### src/hw/uab_defines.svh
`ifndef UAB_DEFINES_SVH
`define UAB_DEFINES_SVH
// ==========================================================
// Register offsets (byte addresses, one 8-bit register each)
// ==========================================================
`define UAB_OFS_BAUD_CTRL  8'h00
`define UAB_OFS_MODE       8'h04
`define UAB_OFS_DIV_LOW    8'h08
`define UAB_OFS_DIV_HIGH   8'h0C
`define UAB_OFS_RX_BUF     8'h10
`define UAB_OFS_TX_BUF     8'h14
`define UAB_OFS_IRQ_STAT   8'h18
`define UAB_OFS_IRQ_MASK   8'h1C
// ==========================================================
// Field positions
// ==========================================================
`define UAB_BIT_AUTOBAUD_ENABLE      0
`define UAB_BIT_WOB        1
`define UAB_BIT_WIDE       3
`define UAB_BIT_OVF        7
`define UAB_BIT_SYNC       0
`define UAB_BIT_HS         2
`define UAB_IRQ_DONE       0
`define UAB_IRQ_OVF        1
`define UAB_IRQ_RDY        2
// ==========================================================
// Reset values
// ==========================================================
`define UAB_RST_BYTE       8'h00
`define UAB_RST_DIV        16'h0000
`define UAB_RX_BUF_VALUE   8'h00
// ==========================================================
// Timing counts: counter clock dividers, minus one
// ==========================================================
`define UAB_LIM_DIV512     9'h1FF
`define UAB_LIM_DIV128     9'h07F
`define UAB_LIM_DIV32      9'h01F
`define UAB_SLOWDOWN_SHIFT 3
`define UAB_EDGE_LAST      3'h4
`endif

### src/hw/uab_pkg.sv
package uab_pkg;
  // ========================================================
  // Measurement sequencer states
  // ========================================================
  typedef enum logic [2:0]
  {
    ST_IDLE     = 3'h0,
    ST_BRK_LOW  = 3'h1,
    ST_BRK_HIGH = 3'h2,
    ST_START    = 3'h3,
    ST_ARM      = 3'h4,
    ST_COUNT    = 3'h5
  } uab_state_t;
endpackage : uab_pkg

### src/hw/uab_pin_sync.sv
`timescale 1ns/10ps
// ==========================================================
// Three-stage pin synchroniser with agreement filter
// ==========================================================
module uab_pin_sync
(
  input  wire logic i_ref_clk,
  input  wire logic i_rst_n,
  input  wire logic i_pin,
  output logic      o_level
);
  logic s1_r;  // First stage, read only by s2
  logic s2_r;  // Second stage
  logic s3_r;  // Third stage
  // Shift chain; idle line is high
  always_ff @(posedge i_ref_clk or negedge i_rst_n)
  begin
    if (!i_rst_n)
    begin
      s1_r    <= 1'b1;
      s2_r    <= 1'b1;
      s3_r    <= 1'b1;
      o_level <= 1'b1;
    end
    else
    begin
      s1_r <= i_pin;
      s2_r <= s1_r;
      s3_r <= s2_r;
      // Level moves only when the last two stages agree
      if (s2_r == s3_r)
        o_level <= s3_r;
    end
  end
endmodule : uab_pin_sync

### src/hw/uab_autobaud.sv
`timescale 1ns/10ps
`include "uab_defines.svh"
// Overview of operation
// Measure only in async mode, wake-break clear
// Start on start bit once enable set
// Generator becomes counter timed by edges
// Setting enable clears counter, awaits start
// Remote sends 0x55 calibration byte
// Count from first rising edge into divisor
// Fifth edge clears enable automatically
// Counter wrap sets overflow flag bit 7
// Rollover keeps mode and enable set
// Counter clock is one eighth normal
// Divisor pair always one 16-bit counter
// Counter clock Fosc/512, /128, /32
// Receive state machine held idle meanwhile
// Fifth rising edge sets ready; read clears
// With wake-break set, measure following byte
// No transmit buffer writes while enabled
// Do not enable during transmission
// Software checks rate is measurable
// After done, resume generation from divisor
module uab_autobaud
(
  input  wire logic       i_ref_clk,
  input  wire logic       i_rst_n,
  input  wire logic [7:0] i_addr,
  input  wire logic [7:0] i_wdata,
  input  wire logic       i_wr,
  input  wire logic       i_rd,
  input  wire logic       i_rx,
  output logic      [7:0] o_rdata,
  output logic            o_irq,
  output logic            o_baud_tick,
  output logic            o_rx_hold,
  output logic            o_tx_load,
  output logic      [7:0] o_tx_data
);
  // ========================================================
  // Registers and state
  // ========================================================
  logic              autobaud_enable_r;    // autobaud_enable
  logic              wob_r;      // wake_on_break_enable
  logic              wide_r;     // wide_divisor_select
  logic              ovf_r;      // autobaud_overflow_flag
  logic              sync_r;     // Synchronous mode select
  logic              hs_r;       // high_speed_select
  logic [15:0]       div_r;      // baud_divisor_high:low
  logic              rdy_r;      // receive_ready_flag
  logic [2:0]        stat_r;     // Sticky interrupt status
  logic [2:0]        mask_r;     // Interrupt mask
  logic [8:0]        ps_r;       // Prescaler
  logic [15:0]       gen_r;      // Normal generator count
  logic [2:0]        edges_r;    // Rising edges after first
  logic              rx_d_r;     // Delayed filtered line
  uab_pkg::uab_state_t state_r;  // Sequencer state
  uab_pkg::uab_state_t state_nxt;
  logic              rx_lvl;     // Filtered receive line
  // ========================================================
  // Receive pin synchroniser
  // ========================================================
  uab_pin_sync u_rx_sync
  (
    .i_ref_clk (i_ref_clk),
    .i_rst_n   (i_rst_n),
    .i_pin     (i_rx),
    .o_level   (rx_lvl)
  );
  // ========================================================
  // Decode
  // ========================================================
  wire wr_ctrl  = i_wr && (i_addr == `UAB_OFS_BAUD_CTRL);
  wire wr_mode  = i_wr && (i_addr == `UAB_OFS_MODE);
  wire wr_divlo = i_wr && (i_addr == `UAB_OFS_DIV_LOW);
  wire wr_divhi = i_wr && (i_addr == `UAB_OFS_DIV_HIGH);
  wire wr_tx    = i_wr && (i_addr == `UAB_OFS_TX_BUF);
  wire wr_stat  = i_wr && (i_addr == `UAB_OFS_IRQ_STAT);
  wire wr_mask  = i_wr && (i_addr == `UAB_OFS_IRQ_MASK);
  wire rd_rxbuf = i_rd && (i_addr == `UAB_OFS_RX_BUF);
  // Enable goes from clear to set by software
  wire arm      = wr_ctrl && i_wdata[`UAB_BIT_AUTOBAUD_ENABLE] && !autobaud_enable_r;
  wire rise     = rx_lvl && !rx_d_r;
  wire fall     = !rx_lvl && rx_d_r;
  wire counting = (state_r == uab_pkg::ST_COUNT);
  wire active   = (state_r != uab_pkg::ST_IDLE);
  // Counter clock select by the two divisor bits
  wire [8:0] lim_cnt = (wide_r && hs_r) ? `UAB_LIM_DIV32 :
                       (wide_r || hs_r) ? `UAB_LIM_DIV128 :
                                          `UAB_LIM_DIV512;
  // Normal rate is eight times the counter clock
  wire [8:0] lim_gen = lim_cnt >> `UAB_SLOWDOWN_SHIFT;
  wire [8:0] lim     = active ? lim_cnt : lim_gen;
  wire       ps_tick = (ps_r == lim);
  wire       cnt_tick = counting && ps_tick;
  wire       wrap     = cnt_tick && (div_r == 16'hFFFF);
  wire       last     = counting && rise &&
                        (edges_r == `UAB_EDGE_LAST - 3'h1);
  // Narrow divisor in 8-bit mode for normal generation
  wire [15:0] gen_lim = wide_r ? div_r : {8'h00, div_r[7:0]};
  wire        gen_run = !active && !autobaud_enable_r && !sync_r && !arm;
  wire        gen_hit = gen_run && ps_tick && (gen_r == gen_lim);
  // Hardware events for sticky status
  wire [2:0] ev;
  assign ev[`UAB_IRQ_DONE] = last;
  assign ev[`UAB_IRQ_OVF]  = wrap;
  assign ev[`UAB_IRQ_RDY]  = last;
  // ========================================================
  // Sequencer next state
  // ========================================================
  always_comb
  begin
    state_nxt = state_r;
    case (state_r)
      uab_pkg::ST_IDLE:
        if (arm && !sync_r)
          state_nxt = (wob_r || i_wdata[`UAB_BIT_WOB]) ?
                      uab_pkg::ST_BRK_LOW : uab_pkg::ST_START;
      uab_pkg::ST_BRK_LOW:
        if (!rx_lvl)
          state_nxt = uab_pkg::ST_BRK_HIGH;
      uab_pkg::ST_BRK_HIGH:
        if (rx_lvl)
          state_nxt = uab_pkg::ST_START;
      uab_pkg::ST_START:
        if (fall && !wob_r)
          state_nxt = uab_pkg::ST_ARM;
      uab_pkg::ST_ARM:
        if (rise)
          state_nxt = uab_pkg::ST_COUNT;
      uab_pkg::ST_COUNT:
        if (last)
          state_nxt = uab_pkg::ST_IDLE;
      default:
        state_nxt = uab_pkg::ST_IDLE;
    endcase
    // Synchronous mode or software clearing enable aborts
    if (sync_r || (active && !autobaud_enable_r))
      state_nxt = uab_pkg::ST_IDLE;
  end
  // ========================================================
  // Sequencer, prescaler and edge tracking
  // ========================================================
  always_ff @(posedge i_ref_clk or negedge i_rst_n)
  begin
    if (!i_rst_n)
    begin
      state_r <= uab_pkg::ST_IDLE;
      rx_d_r  <= 1'b1;
      edges_r <= 3'h0;
      ps_r    <= 9'h000;
    end
    else
    begin
      state_r <= state_nxt;
      rx_d_r  <= rx_lvl;
      // Edge count restarts at the first rising edge
      if (state_r != uab_pkg::ST_COUNT)
        edges_r <= 3'h0;
      else if (rise)
        edges_r <= edges_r + 3'h1;
      // Prescaler restarts when counting begins
      if (state_r == uab_pkg::ST_ARM || ps_tick)
        ps_r <= 9'h000;
      else
        ps_r <= ps_r + 9'h001;
    end
  end
  // ========================================================
  // Control register: enable, wake-break, width, overflow
  // ========================================================
  always_ff @(posedge i_ref_clk or negedge i_rst_n)
  begin
    if (!i_rst_n)
    begin
      autobaud_enable_r <= 1'b0;
      wob_r   <= 1'b0;
      wide_r  <= 1'b0;
      ovf_r   <= 1'b0;
      sync_r  <= 1'b0;
      hs_r    <= 1'b0;
    end
    else
    begin
      if (wr_ctrl)
      begin
        autobaud_enable_r <= i_wdata[`UAB_BIT_AUTOBAUD_ENABLE];
        wob_r   <= i_wdata[`UAB_BIT_WOB];
        wide_r  <= i_wdata[`UAB_BIT_WIDE];
        ovf_r   <= i_wdata[`UAB_BIT_OVF];
      end
      // Break over: wake phase ends, measurement may run
      if (state_r == uab_pkg::ST_BRK_HIGH && rx_lvl)
        wob_r <= 1'b0;
      // Auto-clear on the fifth edge beats a software write
      if (last)
        autobaud_enable_r <= 1'b0;
      // Wrap sets the flag; set wins over software clear
      if (wrap)
        ovf_r <= 1'b1;
      if (wr_mode)
      begin
        sync_r <= i_wdata[`UAB_BIT_SYNC];
        hs_r   <= i_wdata[`UAB_BIT_HS];
      end
    end
  end
  // ========================================================
  // Divisor pair: software value or measurement counter
  // ========================================================
  always_ff @(posedge i_ref_clk or negedge i_rst_n)
  begin
    if (!i_rst_n)
      div_r <= `UAB_RST_DIV;
    else if (arm && !sync_r)
      div_r <= 16'h0000;
    else if (cnt_tick)
      div_r <= div_r + 16'h0001;
    else if (!active)
    begin
      if (wr_divlo)
        div_r[7:0] <= i_wdata;
      if (wr_divhi)
        div_r[15:8] <= i_wdata;
    end
  end
  // ========================================================
  // Normal baud generation from the kept divisor
  // ========================================================
  always_ff @(posedge i_ref_clk or negedge i_rst_n)
  begin
    if (!i_rst_n)
    begin
      gen_r       <= 16'h0000;
      o_baud_tick <= 1'b0;
    end
    else
    begin
      if (!gen_run || gen_hit)
        gen_r <= 16'h0000;
      else if (ps_tick)
        gen_r <= gen_r + 16'h0001;
      o_baud_tick <= gen_hit;
    end
  end
  // ========================================================
  // Ready flag, status, mask and interrupt
  // ========================================================
  always_ff @(posedge i_ref_clk or negedge i_rst_n)
  begin
    if (!i_rst_n)
    begin
      rdy_r  <= 1'b0;
      stat_r <= 3'h0;
      mask_r <= 3'h0;
      o_irq  <= 1'b0;
    end
    else
    begin
      // Reading the receive buffer clears; a new set wins
      rdy_r <= last || (rdy_r && !rd_rxbuf);
      // Write one to clear; events win
      stat_r <= ev | (stat_r & ~(wr_stat ? i_wdata[2:0] : 3'h0));
      if (wr_mask)
        mask_r <= i_wdata[2:0];
      o_irq <= |(stat_r & mask_r);
    end
  end
  // ========================================================
  // Receiver hold and transmit buffer gate
  // ========================================================
  always_ff @(posedge i_ref_clk or negedge i_rst_n)
  begin
    if (!i_rst_n)
    begin
      o_rx_hold <= 1'b0;
      o_tx_load <= 1'b0;
      o_tx_data <= `UAB_RST_BYTE;
    end
    else
    begin
      o_rx_hold <= (state_nxt != uab_pkg::ST_IDLE);
      // Writes while enabled are dropped
      o_tx_load <= wr_tx && !autobaud_enable_r;
      if (wr_tx && !autobaud_enable_r)
        o_tx_data <= i_wdata;
    end
  end
  // ========================================================
  // Read data, one cycle after the strobe
  // ========================================================
  logic [7:0] rd_mux;
  always_comb
  begin
    rd_mux = 8'h00;
    case (i_addr)
      `UAB_OFS_BAUD_CTRL:
        rd_mux = {ovf_r, 3'h0, wide_r, 1'b0, wob_r, autobaud_enable_r};
      `UAB_OFS_MODE:
        rd_mux = {5'h00, hs_r, 1'b0, sync_r};
      `UAB_OFS_DIV_LOW:  rd_mux = div_r[7:0];
      `UAB_OFS_DIV_HIGH: rd_mux = div_r[15:8];
      `UAB_OFS_RX_BUF:   rd_mux = `UAB_RX_BUF_VALUE;
      `UAB_OFS_IRQ_STAT: rd_mux = {5'h00, stat_r};
      `UAB_OFS_IRQ_MASK: rd_mux = {5'h00, mask_r};
      default:           rd_mux = 8'h00;
    endcase
  end
  always_ff @(posedge i_ref_clk or negedge i_rst_n)
  begin
    if (!i_rst_n)
      o_rdata <= 8'h00;
    else
      o_rdata <= i_rd ? rd_mux : 8'h00;
  end
endmodule : uab_autobaud

### config.mk
export PLATFORM = sky130hd
export DESIGN_NAME = uab_autobaud
export DESIGN_NICKNAME = d
export VERILOG_FILES = /design/src/hw/uab_pkg.sv /design/src/hw/uab_pin_sync.sv /design/src/hw/uab_autobaud.sv
export VERILOG_INCLUDE_DIRS = /design/src /design/src/hw
export SDC_FILE = /design/constraint.sdc
export NUM_CORES = 1
export LEC_CHECK = 0
export ABC_AREA = 1
export ABC_CLOCK_PERIOD_IN_PS = 5800
export BUFFER_PORTS_ARGS = -buffer_cell sky130_fd_sc_hd__buf_2
export CAP_MARGIN = 20
export CORE_MARGIN = 5
export CORE_UTILIZATION = 65
export CTS_BUF_LIST = sky130_fd_sc_hd__clkbuf_16
export CTS_CLUSTER_SIZE = 12
export DETAILED_ROUTE_END_ITERATION = 10
export PLACE_DENSITY = 0.86
export SYNTH_ARGS = -nofsm -noshare
export SYNTH_HDL_FRONTEND = slang
export SYNTH_HIERARCHICAL = 1
export SYNTH_SLANG_ARGS = --single-unit
### constraint.sdc
create_clock -name i_ref_clk -period 5.8 [get_ports i_ref_clk]
set_clock_uncertainty 0.15 [all_clocks]
set_input_delay 0 -clock i_ref_clk [delete_from_list [all_inputs] [get_ports i_ref_clk]]
set_output_delay 0 -clock i_ref_clk [all_outputs]
set_load 0.01 [all_outputs]
==> results of run 1 <==
## routing by layer
layer	track usage [%]	part of all wire [%]
met5	0	0
met2	48.4	47
met4	14.2	3.7
met1	37.3	40
met3	6.30	8.9
## logic make-up after synthesis
group                      count (synthesis)  share of synthesized area [%]
buffers and inverters                    114                           8.91
adders and majority gates                  5                           1.22
and+or+nand+nor                          384                           35.0
DFF                                       84                           41.2
AOI/OAI and AO/OA                         76                           8.32
xor gates and xnor gates                  31                           5.31
## registers in the layout, indices dropped and copies added, names as in the netlist, 3 cells and up
| name | flops |
|---|---|
| div_r | 16 |
| gen_r | 16 |
| ps_r | 9 |
| o_rdata | 8 |
| o_tx_data | 8 |
| edges_r | 3 |
| mask_r | 3 |
| stat_r | 3 |
| state_r | 3 |
## Yosys cell counts (4+ instances only)
cell      count  share of area (%)
dfrtp_1      79                 39
inv_1        92                6.8
nor3_1       19                1.9
nand2_1     187                 14
nor2_1       55                4.0
inv_2         7               0.51
clkbuf_1      5               0.37
o21ai_0      21                2.1
nand3_1      56                5.5
dfstp_2       5                2.6
nor2_4        4               0.88
nand4_1      30                3.7
a21oi_1      29                2.8
nand2_2       7               0.86
o21ai_1      13                1.3
xor2_1       28                4.8
buf_2         6               0.59
nor2_2        4               0.49
ha_1          5                1.2
nand3_2       4               0.78
## final cells by class
type	instances	area, um^2	share of cell area, %
Inverter	99	372	6.35
Clock inverter	7	75.1	1.28
Clock buffer	9	225	3.85
Timing Repair Buffer	58	400	6.84
Multi-Input combinational cell	496	2550	43.5
Sequential cell	84	2110	36.0
Tap cell	102	128	2.18
## power by group through the flow
stage	clock, mW	combinational, mW	sequential (mW)
2_1_floorplan	0	0.339	0.710
3_3_place_gp	0	0.421	0.727
3_5_place_dp	0	0.437	0.730
4_1_cts	0.590	0.449	0.720
5_1_grt	0.624	0.510	0.731
6_report	0.587	0.459	0.725
## per-stage QoR
step	power [mW]	hold slack, ps	instance area, um^2	utilization, %
finish	1.77	12.6	5860	76.2
global route	1.87	71.5	5860	76.2
CTS	1.76	71.4	5830	75.8
detailed placement	1.17	-43.4	5360	69.7
global placement	1.15	-43.7	5360	69.7
floorplan	1.05	-446	5110	-
## final timing paths
path	slack (ps)	end	cells after the start	startpoint
worst max-delay path	2820	ovf_r	11	wide_r
worst min-delay path	10	gen_r[8]	2	i_rst_n
worst max register to register	2820	ovf_r	11	wide_r
worst min register to register	210	u_rx_sync/s2_r	0	u_rx_sync/s1_r
max in group asynchronous	4820	u_rx_sync/s3_r	3	i_rst_n
min in group i_ref_clk	100	o_rdata[4]	5	i_addr[3]
## critical path, cell delays in order (launching register included)
cell,delay (ps)
dfrtp_1,570
nand2_2,160
inv_1,170
nand4_1,100
nand2_1,130
nand2_1,100
nor2_4,190
nand3_4,230
inv_2,240
nand4_1,200
o21ai_0,110
dlygate4sd3_1,560
==> impl_results.md, run 1 <==
- Status: complete, no violations
- Post-CTS setup buffer count: 0
- GR Util All Layers: 29.5%
- Clk Tree Root Cell: clkbuf_16
- Routability-driven placement congestion ratio: 0.957
- Largest net degree at the start of global routing: 85
- Power density cells: 302 nW/um^2
- Share of cells above drive strength 1: 13.3%
- Logic pwr share: 25.9%
- PnR worst setup slack: 2820 ps
- Hold Crit Class: in2async
- Global-route wire length before repair: 23300 um
- Die area: 9740 um^2
- Grt ovf: 0
- Hold Fails Final Rpt: 0
- IO Count: 41
- Mapped cell area: 5110 um^2
- DRT Pass-1 Iters: 6
- ANT cells: 0
- Core footprint: 7690 um^2
- Hpwl dp: 9750 um
- Main synth FF type: dfrtp_1
- Vias per inst: 5.89
- P_sw: 0.641 mW
- Register bit count reported by yosys: 84
- Crit path DAT: 3100 ps
- Max Fclk: 336 MHz
- Max_cap viols: 0
- DRT iter0 DRCs: 415
- Crit end category: flop
- Worst slack at placement: 3430 ps
- # clock sinks: 84
- Final WL: 14000 um
- Warnings from Yosys: 6
- Sw Share: 36.2%
- Setup-failing EPs final: 0
- Initial antenna violation count: 0
- Crit Path Category: reg2reg
- Fin Setup TNS: 0 ps
- Mapped Nets: 720
- Worst EP required: 5930 ps
- Sequential fraction of the synthesis area: 41.2%
- Worst Max-Slew Pin Slew: 1030 ps
- DR WL/cell: 16.4 um
- Vias post-DR: 5038
- Final period utilization: 51.3%
- Max VDD drop: 0.000226 V
- Crit path time final: 2980 ps
- Die Y: 98.7 um
- Leakage: 2.93 nW
- RSZ-0062 raised after global routing: no
- Share of flip-flops with an asynchronous set or reset: 100%
- Area delta synth->final: 14.6%
- H-tree Lvls: 3
- Post-DRT Antenna Nets: 0
- Non-filler cells, final: 855
- Post-CTS sizing: 0
- Post-CTS Hold Fix Bufs: 17
- CTS tree: yes
- Reg clk slew, reported paths: 60 ps
- Slew Limit Fails: 0
- Sequential share of power: 40.9%
- Avg Inst Size Synth: 7.36 um^2
- Clock power share: 33.2%
- Count of flip-flops with a built-in enable after synthesis: 0
- Netlist cell types: 42
- Commonest non-fill, non-tap cell in the layout: nand2_1
- Gate Count Post-Synth: 694
- Num CTS Buffers: 9
- Relative slew slack: 31.3%
- Crit Path Max Fanout: 14
- FP Rows: 32
- Startpoint Class: flop
- Number of global-route vias before repair: 4912
- Number of fill cells in the layout: 586
- Final nets: 774
- Die width: 98.7 um
- Internal: 1.13 mW
- # DRC: 0
- PortBufs: 40
- Worst skew pair latency: 340 ps
- # placed instances: 821
- Clk buf depth: 2
- Starting Density: 66.5%
- Commonest cells after routing, fill and taps aside: 187 x nand2_1, 93 x inv_1, 79 x dfrtp_1
No activity file was read; power rests on OpenSTA's default activity.
==> inputs of run 2 (changes only) <==
--- a/config.mk
+++ b/config.mk
@@ -6,16 +6,16 @@
 export SDC_FILE = /design/constraint.sdc
 export NUM_CORES = 1
 export LEC_CHECK = 0
-export ABC_AREA = 1
-export ABC_CLOCK_PERIOD_IN_PS = 5800
+export ABC_AREA = 0
+export ABC_CLOCK_PERIOD_IN_PS = 3100
 export BUFFER_PORTS_ARGS = -buffer_cell sky130_fd_sc_hd__buf_2
 export CAP_MARGIN = 20
 export CORE_MARGIN = 5
-export CORE_UTILIZATION = 65
+export CORE_UTILIZATION = 60
 export CTS_BUF_LIST = sky130_fd_sc_hd__clkbuf_16
 export CTS_CLUSTER_SIZE = 12
 export DETAILED_ROUTE_END_ITERATION = 10
-export PLACE_DENSITY = 0.86
+export PLACE_DENSITY = 0.8
 export SYNTH_ARGS = -nofsm -noshare
 export SYNTH_HDL_FRONTEND = slang
 export SYNTH_HIERARCHICAL = 1
==> constraint.sdc (replaced) <==
create_clock -name i_ref_clk -period 3.1 [get_ports i_ref_clk]
set_clock_uncertainty 0.15 [all_clocks]
set_input_delay 0 -clock i_ref_clk [delete_from_list [all_inputs] [get_ports i_ref_clk]]
set_output_delay 0 -clock i_ref_clk [all_outputs]
set_load 0.01 [all_outputs]
==> run 2 against run 1 <==
Against the previous run: the flow now finishes with violations (hold timing); clock power rose by 98%; sequential power grew 66%; critical endpoint is now o_tx_data[3]; critical path type is now in2reg; synthesized area fell by 4.5%.
==> impl_results.md, run 2 <==
- Share of cells above drive strength 1: 19.1%
- Cell taking the most area after synthesis: dfrtp_1
- Die Y: 100 um
- Clk buf depth: 2
- Vias per inst: 6.48
- Largest net degree at the start of global routing: 85
- Post-CTS Hold Fix Bufs: 16
- H-tree Lvls: 3
- # DRC: 0
- Crit path time final: 2970 ps
- Leakage: 2.33 nW
- Count of flip-flops with a built-in enable after synthesis: 0
- Grt ovf: 0
- Startpoint Class: primary input
- Gate Count Post-Synth: 525
- Post-DRT Antenna Nets: 0
- R2R Path Start: state_r[1]
- Mapped Nets: 551
- Crit path DAT: 3040 ps
- Slew Limit Fails: 0
- Commonest non-fill, non-tap cell in the layout: dfrtp_1
- Crit end category: flop
- Starting Density: 60.7%
- Area delta synth->final: 15.6%
- Fin Setup TNS: 0 ps
- Crit Path Category: in2reg
- Number of global-route vias before repair: 4102
- IO Count: 41
- Power density cells: 460 nW/um^2
- Clk Tree Root Cell: clkbuf_16
- Max_cap viols: 0
- Reg clk slew, reported paths: 60 ps
- Number of fill cells in the layout: 585
- Warnings from Yosys: 6
- Top-count cell post-synth: dfrtp_1
- Avg Inst Size Synth: 9.30 um^2
- Worst R2R Path Depth: 6
- Max Fclk: 337 MHz
- Top cells by count, synth: 79 x dfrtp_1, 51 x nand2_1, 34 x nor2_1, 29 x clkbuf_1, 28 x a21oi_1
- Final period utilization: 95.8%
- Register bit count reported by yosys: 84
- Status: finished with violations
- Final Cell Area: 5640 um^2
- Mapped cell area: 4880 um^2
- Main synth FF type: dfrtp_1
- Post-CTS sizing: 0
- Post-CTS setup buffer count: 0
- Placed Area: 5130 um^2
- Worst Max-Slew Pin Slew: 718 ps
- Vias post-DR: 4372
- Num CTS Buffers: 9
- Final nets: 591
- Crit Path Max Fanout: 7
- GR Util All Layers: 25.6%
- Relative slew slack: 52.1%
- Die width: 100 um
- ANT cells: 0
- PortBufs: 40
- Worst EP required: 3170 ps
- DRT Pass-1 Iters: 5
- Hpwl dp: 8340 um
- Die area: 10000 um^2
- Commonest cells after routing, fill and taps aside: 79 x dfrtp_1, 51 x nand2_1, 39 x buf_2
- DR WL/cell: 18.1 um
- Largest registers: div_r x16, gen_r x16, ps_r x9
- Failing checks: hold timing
- PnR worst setup slack: 130 ps
- Final WL: 12200 um
- Core footprint: 8050 um^2
- Sequential fraction of the synthesis area: 43.2%
- Hold Fails Final Rpt: 28
- Reg-to-reg slack, setup: 180 ps
- DRT iter0 DRCs: 291
- Hold Crit Class: in2async
- WHS: -27.4 ps
- Routability-driven placement congestion ratio: 0.920
- Worst slack at placement: 185 ps
- Reg area: 2110 um^2
- RR Endpoint: div_r[13]
- Setup-failing EPs final: 0
- FP Rows: 33
- Worst skew pair latency: 340 ps
- Max VDD drop: 0.000262 V
- CTS tree: yes
- # clock sinks: 84
- RSZ-0062 raised after global routing: no
- Area of the multi-input gates: 2540 um^2
- Global-route wire length before repair: 20700 um
- Share of flip-flops with an asynchronous set or reset: 100%
- Area contributors post-synth: dfrtp_1 40%, mux2_2 5.1%, nand2_1 3.9%
- Yosys top cell area share: 40.5%
- Initial antenna violation count: 0
- Netlist cell types: 63
[run 2: worst max path at each step]
stage,start,to,slack [ps],depth (start not counted)
finish,i_addr[7],o_tx_data[3],130,9
global route,i_addr[7],o_tx_data[6],60,9
CTS,i_addr[7],o_tx_data[3],170,9
detailed placement,state_r[1],div_r[13],190,6
global placement,state_r[1],div_r[13],270,6
floorplan,state_r[1],div_r[15],280,9
[run 2: critical path, cell delays in order]
cell	delay [ps]
dlygate4sd3_1	540
buf_2	120
or4_1	460
dlygate4sd3_1	600
nor2_1	180
nand2_1	90
nor4_2	420
buf_4	260
mux2_2	350
[run 2: cell families (layout without fill, tap and decap cells)]
family	count (synthesis)	after routing	share of synthesized area [%]
simple gates	219	219	24.3
compound gates	107	107	15.3
flops	84	84	43.2
buf+inv	57	102	5.00
mux	31	31	6.92
xor+xnor	21	21	3.77
fa+ha+maj	6	6	1.51
[run 2: per-layer routing]
layer,wire (um),up-vias,global-route usage (%)
li1,-,2010,-
met3,918,28,4.52
met5,0,-,0
met1,5150,2146,35.3
met2,5880,188,40.1
met4,296,0,10.7
[run 2: area by class of cell]
cell class / count / share of cell area, %
multi-input combinational: 384 / 45.0
sequential: 84 / 37.4
timing repair buffer: 69 / 8.51
clock buffer: 9 / 3.99
tap: 105 / 2.33
clock inverter: 7 / 1.73
inverter: 17 / 1.13
[run 2: stage by stage]
step                power, mW  cells  util (%)  hold WS [ps]
global placement         1.42    642      63.8         -43.9
global route             2.69    675      70.1          8.15
finish                   2.59    675      70.1         -27.4
CTS                      2.60    674      69.8          4.38
floorplan                1.34    525         -          -446
detailed placement       1.43    642      63.8         -43.5
[run 2: report_power, final]
group          internal (mW)  switching (mW)
Combinational          0.102           0.136
Clock                  0.710           0.451
Sequential              1.14          0.0606
Total                   1.95           0.647
